`src/fam_pkg.sv`:
```
// Package for the flash array and security register map block.
// Assumes a single 25 MHz system clock domain.
package fam_pkg;
  localparam int unsigned ADDR_W        = 24;
  localparam int unsigned ARRAY_W       = 19;
  localparam logic [18:0] BYTES_4M_LAST = 19'h7ffff;
  localparam logic [18:0] BYTES_2M_LAST = 19'h3ffff;
  localparam int unsigned PAGE_LSB      = 8;
  localparam int unsigned SECTOR_LSB    = 12;
  localparam int unsigned BLOCK_LSB     = 16;
  localparam logic [7:0]  SFDP_OPCODE   = 8'h5a;
  localparam logic [7:0]  SIG_S         = 8'h53;
  localparam logic [7:0]  SIG_F         = 8'h46;
  localparam logic [7:0]  SIG_D         = 8'h44;
  localparam logic [7:0]  HDR_EXP_START = 8'h10;
  localparam logic [7:0]  BFPT_START    = 8'h30;
  localparam logic [7:0]  SFDP_LAST     = 8'h6f;
  localparam logic [7:0]  FILL_BYTE     = 8'hff;
  localparam logic [7:0]  ERASED_BYTE   = 8'hff;
  localparam logic [7:0]  BFPT_PTR      = 8'h30;
  localparam logic [1:0]  SREG_SFDP     = 2'h0;
  localparam logic [7:0]  SIG_S_OFS     = 8'h00;
  localparam logic [7:0]  SIG_F_OFS     = 8'h01;
  localparam logic [7:0]  SIG_D_OFS     = 8'h02;
  localparam logic [7:0]  BFPT_PTR_OFS  = 8'h0c;
  localparam logic [7:0]  HDR_PAD_BYTE  = 8'h00;
  localparam logic [3:0]  BLOCKS_4M     = 4'h8;
  localparam logic [3:0]  BLOCKS_2M     = 4'h4;

  typedef enum logic [2:0] {
    FAM_OP_READ  = 3'b000,
    FAM_OP_PROG  = 3'b001,
    FAM_OP_SECER = 3'b010,
    FAM_OP_BLKER = 3'b011,
    FAM_OP_CHIPER= 3'b100,
    FAM_OP_SRER  = 3'b101,
    FAM_OP_SRPRG = 3'b110,
    FAM_OP_SRLCK = 3'b111
  } fam_op_type;

  typedef struct packed {
    fam_op_type       op;
    logic [23:0]      addr;
    logic [7:0]       data;
    logic             sfdp;
  } fam_req_type;

  typedef struct packed {
    logic             ok;
    logic             rejected;
    logic [7:0]       data;
  } fam_rsp_type;
endpackage

```
`src/fam_map.sv`:
```
// Address decode and access policy for main array and security registers.
// Assumes the command decoder issues one request per cycle on req_valid_in.
`timescale 1ns/100ps
module fam_map
  import fam_pkg::*;
#(
  parameter bit          IS_4M      = 1'b1,
  parameter logic [7:0]  BFPT_BYTE  = 8'h00
) (
  // Clock and reset
  input  wire logic        clk_sys_in,
  input  wire logic        nrst_in,
  // Request
  input  wire logic        req_valid_in,
  input  wire fam_req_type req_in,
  // Storage port
  input  wire logic [7:0]  mem_rdata_in,
  output logic             mem_sreg_sel_out,
  output logic             mem_we_out,
  output logic [7:0]       mem_wdata_out,
  output logic             mem_erase_out,
  output logic [23:0]      mem_erase_base_out,
  output logic [23:0]      mem_erase_last_out,
  // Answer
  output logic             rsp_valid_out,
  output fam_rsp_type      rsp_out,
  output logic [3:0]       sreg_lock_out,
  output logic [3:0]       sector_span_out
);
  logic [3:0]  lock_r;
  logic [3:0]  lock_nxt;
  logic        in_array;
  logic        sr_hit;
  logic [1:0]  sr_idx;
  logic [7:0]  sfdp_byte;
  logic        accept;
  logic [23:0] a;
  logic [18:0] last;
  logic        rsp_v_r;
  fam_rsp_type rsp_r;
  logic        we_r;
  logic [7:0]  wd_r;
  logic        er_r;
  logic [23:0] eb_r;
  logic [23:0] el_r;

  assign a    = req_in.addr;
  assign last = IS_4M ? BYTES_4M_LAST : BYTES_2M_LAST;
  assign in_array = (a[23:ARRAY_W] == '0) && (a[18:0] <= last);
  assign sr_hit = (a[23:14] == '0) && (a[11:8] == '0);
  assign sr_idx = a[13:12];
  assign sector_span_out = IS_4M ? BLOCKS_4M : BLOCKS_2M;
  assign sreg_lock_out   = lock_r;
  // security registers kept apart from array
  assign mem_sreg_sel_out = !req_in.sfdp &&
                            (req_in.op inside {FAM_OP_SRER, FAM_OP_SRPRG, FAM_OP_SRLCK});

  always_comb begin
    sfdp_byte = FILL_BYTE;
    if (a[7:0] == SIG_S_OFS) sfdp_byte = SIG_S;
    else if (a[7:0] == SIG_F_OFS) sfdp_byte = SIG_F;
    else if (a[7:0] == SIG_D_OFS) sfdp_byte = SIG_D;
    else if (a[7:0] == BFPT_PTR_OFS) sfdp_byte = BFPT_PTR;
    else if (a[7:0] < HDR_EXP_START) sfdp_byte = HDR_PAD_BYTE;
    else if (a[7:0] >= BFPT_START && a[7:0] <= SFDP_LAST) sfdp_byte = BFPT_BYTE;
  end

  // Request legality
  always_comb begin
    accept   = 1'b0;
    lock_nxt = lock_r;
    if (req_in.sfdp) begin
      accept = (req_in.op == FAM_OP_READ);
    end else begin
      unique case (req_in.op)
        FAM_OP_READ, FAM_OP_PROG, FAM_OP_SECER, FAM_OP_BLKER:
          accept = in_array;
        FAM_OP_CHIPER:
          accept = 1'b1;
        FAM_OP_SRER, FAM_OP_SRPRG: begin
          accept = sr_hit && (sr_idx != SREG_SFDP) && !lock_r[sr_idx];
        end
        FAM_OP_SRLCK: begin
          accept = sr_hit && (sr_idx != SREG_SFDP);
          if (req_valid_in && accept) lock_nxt[sr_idx] = 1'b1;
        end
      endcase
    end
  end

  always_ff @(posedge clk_sys_in or negedge nrst_in) begin
    if (!nrst_in) lock_r <= 4'h0;
    else lock_r <= lock_nxt;
  end

  // Storage strobes
  always_ff @(posedge clk_sys_in or negedge nrst_in) begin
    if (!nrst_in) begin
      we_r <= 1'b0;
      wd_r <= 8'h00;
      er_r <= 1'b0;
      eb_r <= 24'h000000;
      el_r <= 24'h000000;
    end else begin
      we_r <= req_valid_in && accept &&
              (req_in.op == FAM_OP_PROG || req_in.op == FAM_OP_SRPRG);
      wd_r <= mem_rdata_in & req_in.data;
      er_r <= req_valid_in && accept && !req_in.sfdp &&
              (req_in.op inside {FAM_OP_SECER, FAM_OP_BLKER, FAM_OP_CHIPER, FAM_OP_SRER});
      unique case (req_in.op)
        FAM_OP_SECER: begin
          eb_r <= {a[23:SECTOR_LSB], {SECTOR_LSB{1'b0}}};
          el_r <= {a[23:SECTOR_LSB], {SECTOR_LSB{1'b1}}};
        end
        FAM_OP_BLKER: begin
          eb_r <= {a[23:BLOCK_LSB], {BLOCK_LSB{1'b0}}};
          el_r <= {a[23:BLOCK_LSB], {BLOCK_LSB{1'b1}}};
        end
        FAM_OP_CHIPER: begin
          eb_r <= '0;
          el_r <= {{(ADDR_W - ARRAY_W){1'b0}}, last};
        end
        FAM_OP_SRER: begin
          eb_r <= {a[23:PAGE_LSB], {PAGE_LSB{1'b0}}};
          el_r <= {a[23:PAGE_LSB], {PAGE_LSB{1'b1}}};
        end
        default: begin
          eb_r <= eb_r;
          el_r <= el_r;
        end
      endcase
    end
  end

  // Answer
  always_ff @(posedge clk_sys_in or negedge nrst_in) begin
    if (!nrst_in) begin
      rsp_v_r <= 1'b0;
      rsp_r   <= '0;
    end else begin
      rsp_v_r       <= req_valid_in;
      rsp_r.ok      <= accept;
      rsp_r.rejected<= !accept;
      rsp_r.data    <= req_in.sfdp ? sfdp_byte :
                       (accept && req_in.op == FAM_OP_READ) ? mem_rdata_in : ERASED_BYTE;
    end
  end

  assign mem_we_out         = we_r;
  assign mem_wdata_out      = wd_r;
  assign mem_erase_out      = er_r;
  assign mem_erase_base_out = eb_r;
  assign mem_erase_last_out = el_r;
  assign rsp_valid_out      = rsp_v_r;
  assign rsp_out            = rsp_r;

  property p_prog_clears;
    @(posedge clk_sys_in) disable iff (!nrst_in)
      mem_we_out |-> ((mem_wdata_out & ~$past(mem_rdata_in)) == 8'h00);
  endproperty
  a_prog_clears: assert property (p_prog_clears) else $error("program set a bit");
  property p_sig;
    @(posedge clk_sys_in) disable iff (!nrst_in)
      (req_valid_in && req_in.sfdp && a[7:0] == SIG_F_OFS) |=> (rsp_out.data == SIG_F);
  endproperty
  a_sig: assert property (p_sig) else $error("signature byte wrong");
  property p_sfdp_ro;
    @(posedge clk_sys_in) disable iff (!nrst_in)
      (req_valid_in && req_in.sfdp && req_in.op != FAM_OP_READ) |=> (!mem_we_out && !mem_erase_out);
  endproperty
  a_sfdp_ro: assert property (p_sfdp_ro) else $error("parameter space written");
  property p_sr0;
    @(posedge clk_sys_in) disable iff (!nrst_in)
      (req_valid_in && sr_hit && sr_idx == SREG_SFDP &&
       req_in.op inside {FAM_OP_SRER, FAM_OP_SRPRG}) |=> rsp_out.rejected;
  endproperty
  a_sr0: assert property (p_sr0) else $error("register zero modified");
  property p_lock;
    @(posedge clk_sys_in) disable iff (!nrst_in)
      (req_valid_in && sr_hit && lock_r[sr_idx] && req_in.op == FAM_OP_SRPRG) |=> !mem_we_out;
  endproperty
  a_lock: assert property (p_lock) else $error("locked register written");
  property p_lock_sticky;
    @(posedge clk_sys_in) disable iff (!nrst_in)
      (lock_r != 4'h0) |=> ((lock_r & $past(lock_r)) == $past(lock_r));
  endproperty
  a_lock_sticky: assert property (p_lock_sticky) else $error("lock cleared");
  property p_sector;
    @(posedge clk_sys_in) disable iff (!nrst_in)
      (mem_erase_out && $past(req_in.op) == FAM_OP_SECER) |->
        (mem_erase_base_out[11:0] == 12'h000 && mem_erase_last_out[11:0] == 12'hfff);
  endproperty
  a_sector: assert property (p_sector) else $error("sector not aligned");
  property p_size;
    @(posedge clk_sys_in) disable iff (!nrst_in)
      (req_valid_in && !req_in.sfdp && req_in.op == FAM_OP_READ &&
       a > {{(ADDR_W - ARRAY_W){1'b0}}, last})
        |=> rsp_out.rejected;
  endproperty
  a_size: assert property (p_size) else $error("read beyond array");
  property p_fill;
    @(posedge clk_sys_in) disable iff (!nrst_in)
      (req_valid_in && req_in.sfdp && req_in.op == FAM_OP_READ && a[7:0] > SFDP_LAST)
        |=> (rsp_out.ok && rsp_out.data == FILL_BYTE);
  endproperty
  a_fill: assert property (p_fill) else $error("reserved byte not fixed");
  c_sfdp: cover property (@(posedge clk_sys_in) req_valid_in && req_in.sfdp);
  c_lock: cover property (@(posedge clk_sys_in) lock_r[1]);
  c_erase: cover property (@(posedge clk_sys_in) mem_erase_out);
endmodule // fam_map

```
`config.mk`:
```
export PLATFORM = sky130hd
export DESIGN_NAME = fam_map
export DESIGN_NICKNAME = d
export VERILOG_FILES = /design/src/fam_pkg.sv /design/src/fam_map.sv
export SDC_FILE = /design/constraint.sdc
export NUM_CORES = 1
export LEC_CHECK = 0
export BUFFER_PORTS_ARGS = -buffer_cell sky130_fd_sc_hd__buf_2
export CORE_MARGIN = 5
export CORE_UTILIZATION = 47
export CTS_BUF_LIST = sky130_fd_sc_hd__clkbuf_4
export CTS_CLUSTER_DIAMETER = 120
export DETAILED_ROUTE_END_ITERATION = 10
export GPL_TIMING_DRIVEN = 0
export PLACE_DENSITY = 0.82
export SYNTH_ARGS = -nofsm -noshare
export SYNTH_HDL_FRONTEND = slang
export SYNTH_SLANG_ARGS = --single-unit
```
`constraint.sdc`:
```
create_clock -name clk_sys_in -period 1.8 [get_ports clk_sys_in]
set_clock_uncertainty 0.15 [all_clocks]
set_input_delay 0.18 -clock clk_sys_in [delete_from_list [all_inputs] [get_ports clk_sys_in]]
set_output_delay 0.18 -clock clk_sys_in [all_outputs]
set_load 0.005 [all_outputs]
```
==> results.txt <==
Post-route ant nets: 0
CP endpoint kind: flip-flop
Post-synthesis register bit count: 53
Clock tree sinks: 53
Worst-Skew Late Latency: 370 ps
Warnings from Yosys: 0
Final instance area: 3660 um2
Core Rows: 26
Power Dens Cells: 665 nW/um2
Die height: 82.7 um
Total CTS buffers: 5
Fin. Hold Viols: 0
Max-cap violations: 0
# setup viols final: 0
Crit-path cells: buf_2 -> xnor2_1 -> a2111oi_4 -> o21ai_1 -> o21a_1 -> dlygate4sd3_1
Setup WS pre-CTS: -318 ps
Minimum clock period: 1700 ps
Seq/Total Area, Yosys: 53.4%
Global-route wire length before repair: 11300 um
Total power draw: 2.44 mW
Syn Area/Cell: 10.7 um2
Core Area: 5110 um2
CTS tree: yes
Final Cycle Share: 94.5%
Min-Delay Path Class: primary input to flip-flop
Status: complete, no violations
TNS Setup: 0 ps
Yosys cell types: 46
Die footprint: 6840 um2
WHS: 8.45 ps
Vias in the first global route: 2441
Static leakage: 1.81 nW
Non-Filler Instances: 472
Post-Synth Adder-Cell Area: 0.504%
Fin. max-slew vios: 0
Post-synth EDFFs: 0
Chip width: 82.7 um
Inst Count DP: 421
Critical R2R Launch: sreg_lock_out[2]
DP Area: 3150 um2
Cells on worst reg2reg path: 4
Slowest stage cell, crit path: dlygate4sd3_1
Vias per inst: 5.12
VDD IR-drop max: 0.000414 V
WP data required: 1920 ps
Max Buffers Root-to-Sink: 2
# nets final: 450
Dpl hpwl: 5070 um
Ys async rst share: 100%
I/O pin count: 125
Final WS setup: 99.1 ps
Post-synthesis simple-gate area fraction: 13.1%
Fillers: 390
Most used DFF post-synth: dfrtp_1
Port buffer count: 109
H-tree depth: 2
CP max FO: 4
Post-Synth XOR/XNOR Area: 0.705%
Fmax: 588 MHz
Reg2Reg Setup Slack: 320 ps
Initial Util: 48.6%
Layout cells sized above 1: 39.6%
Reg-to-reg endpoint: rsp_out[8]
Critical Path Source Type: primary input
First-pass iteration count of the detailed router: 4
Mux cell area share after synthesis: 0.856%
Global route overflow: 0
Syn-to-layout area delta: 47.5%
All-Layer GR Usage: 21.8%
Initial antenna violation count: 0
Final core utilization: 71.7%
Largest family of logic cells by synthesized area: compound AO/OA/AOI/OAI gates
Worst path max stage delay: 550 ps
Initial drt markers: 119
Type of the worst setup path: primary input to flip-flop
ANT cells: 0
Syn Inst Count: 232
Crit path DAT: 1830 ps
Cell Area, Synth: 2480 um2
Largest net degree at the start of global routing: 54
RSZ-0062 raised after global routing: no
WL per Instance: 15.6 um
Final WL: 7380 um
Worst Tran Pin Value: 1170 ps
DRC: 0
Critical path startpoint: req_in[15]
Max-slew headroom: 22.3%
Setup crit end: rsp_out[1]
Via count: 2417
GP Congestion: 0.917
Clock transition at path regs: 140 ps
CTS Root Cell: clkbuf_4
Post-synthesis compound-gate area fraction: 20.4%
-- what timing repair did --
| action | CTS | global route |
|---|---|---|
| endpoints found under the hold margin | 93 | 0 |
| setup endpoints to repair | 0 | 21 |
| buffers inserted | 0 | 2 |
| gates resized for setup | 0 | 7 |
| hold buffers | 42 | 0 |
-- worst min-delay path by stage --
stage | from | slack, ps | cells past startpoint | end
finish | req_in[22] | 8 | 2 | sreg_lock_out[2]
global route | req_in[16] | 2 | 3 | rsp_out[3]
CTS | req_in[22] | 8 | 2 | sreg_lock_out[2]
detailed placement | req_valid_in | 170 | 1 | rsp_valid_out
global placement | req_valid_in | 170 | 1 | rsp_valid_out
floorplan | nrst_in | -270 | 0 | mem_erase_base_out[10]
-- Yosys cell counts, types with 3 or more instances --
cell type,n,area share [%]
a211oi_1,3,0.91
a21oi_1,15,3.0
a221o_1,3,1.2
a22o_1,12,4.2
a311oi_1,4,1.4
and2_1,11,2.8
buf_2,6,1.2
buf_4,24,7.3
clkbuf_1,6,0.91
dfrtp_1,53,53
inv_1,9,1.4
nand2_1,10,1.5
nand3_1,5,1.0
nor2_1,11,1.7
nor2b_1,6,1.5
nor3_1,7,1.4
nor3b_1,3,0.91
o21a_1,3,0.91
o21ai_0,9,1.8
-- power breakdown --
group	internal [mW]	total, mW	switching, mW	leakage, nW
Combinational	0.310	0.599	0.289	1.15
Sequential	1.29	1.34	0.0493	0.636
Clock	0.141	0.499	0.358	0.0247
-- registers in the layout (all words and copies together) (netlist names) --
register	cells
rsp_valid_out	1
mem_erase_base_out	12
mem_erase_last_out	16
mem_erase_out	1
mem_wdata_out	8
sreg_lock_out	4
mem_we_out	1
rsp_out	10
-- per-layer routing --
layer  vias to the layer above  wire [um]  GRT usage, %
met5                         -          0             0
met4                         0        167          8.66
met3                        14        594          4.23
met2                       121       3720          37.9
met1                      1152       2900          26.4
li1                       1130          -             -
-- placed cells by master (no fill, tap or decap), types with 2 or more instances in the layout --
master / synthesis / layout
dfrtp_1: 53 / 53
nor2b_1: 6 / 6
nor4_4: 0 / 2
o21ai_1: 2 / 2
nor2_1: 11 / 11
dlygate4sd3_1: 0 / 42
nand4_1: 2 / 2
clkbuf_1: 6 / 4
o21a_1: 3 / 3
clkbuf_4: 0 / 5
nor3_1: 7 / 6
and2_1: 11 / 11
o21ai_0: 9 / 9
a31o_2: 2 / 2
buf_2: 6 / 115
nand3_1: 5 / 5
nor3b_1: 3 / 3
a311oi_1: 4 / 4
clkbuf_2: 0 / 2
a211oi_1: 3 / 3
a221o_1: 3 / 3
inv_1: 9 / 9
a22o_1: 12 / 12
buf_4: 24 / 26
conb_1: 2 / 12
a21oi_1: 15 / 15
nand2_1: 10 / 10
-- cell families after synthesis --
family | after synthesis
AO/OA/AOI/OAI | 67
AND/OR/NAND/NOR | 60
flip-flops | 53
buffers and inverters | 45
other | 2
XOR/XNOR | 2
multiplexers | 2
adder cells (fa/ha/maj) | 1
-- worst max-delay path, delay by kind of cell --
family | cells | cell delay [ps]
XOR/XNOR | 1 | 180
buffers and inverters | 2 | 680
AO/OA/AOI/OAI | 3 | 780
-- layout make-up --
class | instances | area (um2) | share of cell area (%)
Sequential cell | 53 | 1330 | 36.2
Buffer | 36 | 235 | 6.42
Multi-Input combinational cell | 144 | 951 | 26.0
Clock buffer | 5 | 37.5 | 1.02
Inverter | 9 | 33.8 | 0.922
Timing Repair Buffer | 153 | 981 | 26.8
Tap cell | 70 | 87.6 | 2.39
Clock inverter | 2 | 11.3 | 0.307
Note: power is estimated with default switching activity, not from simulation.
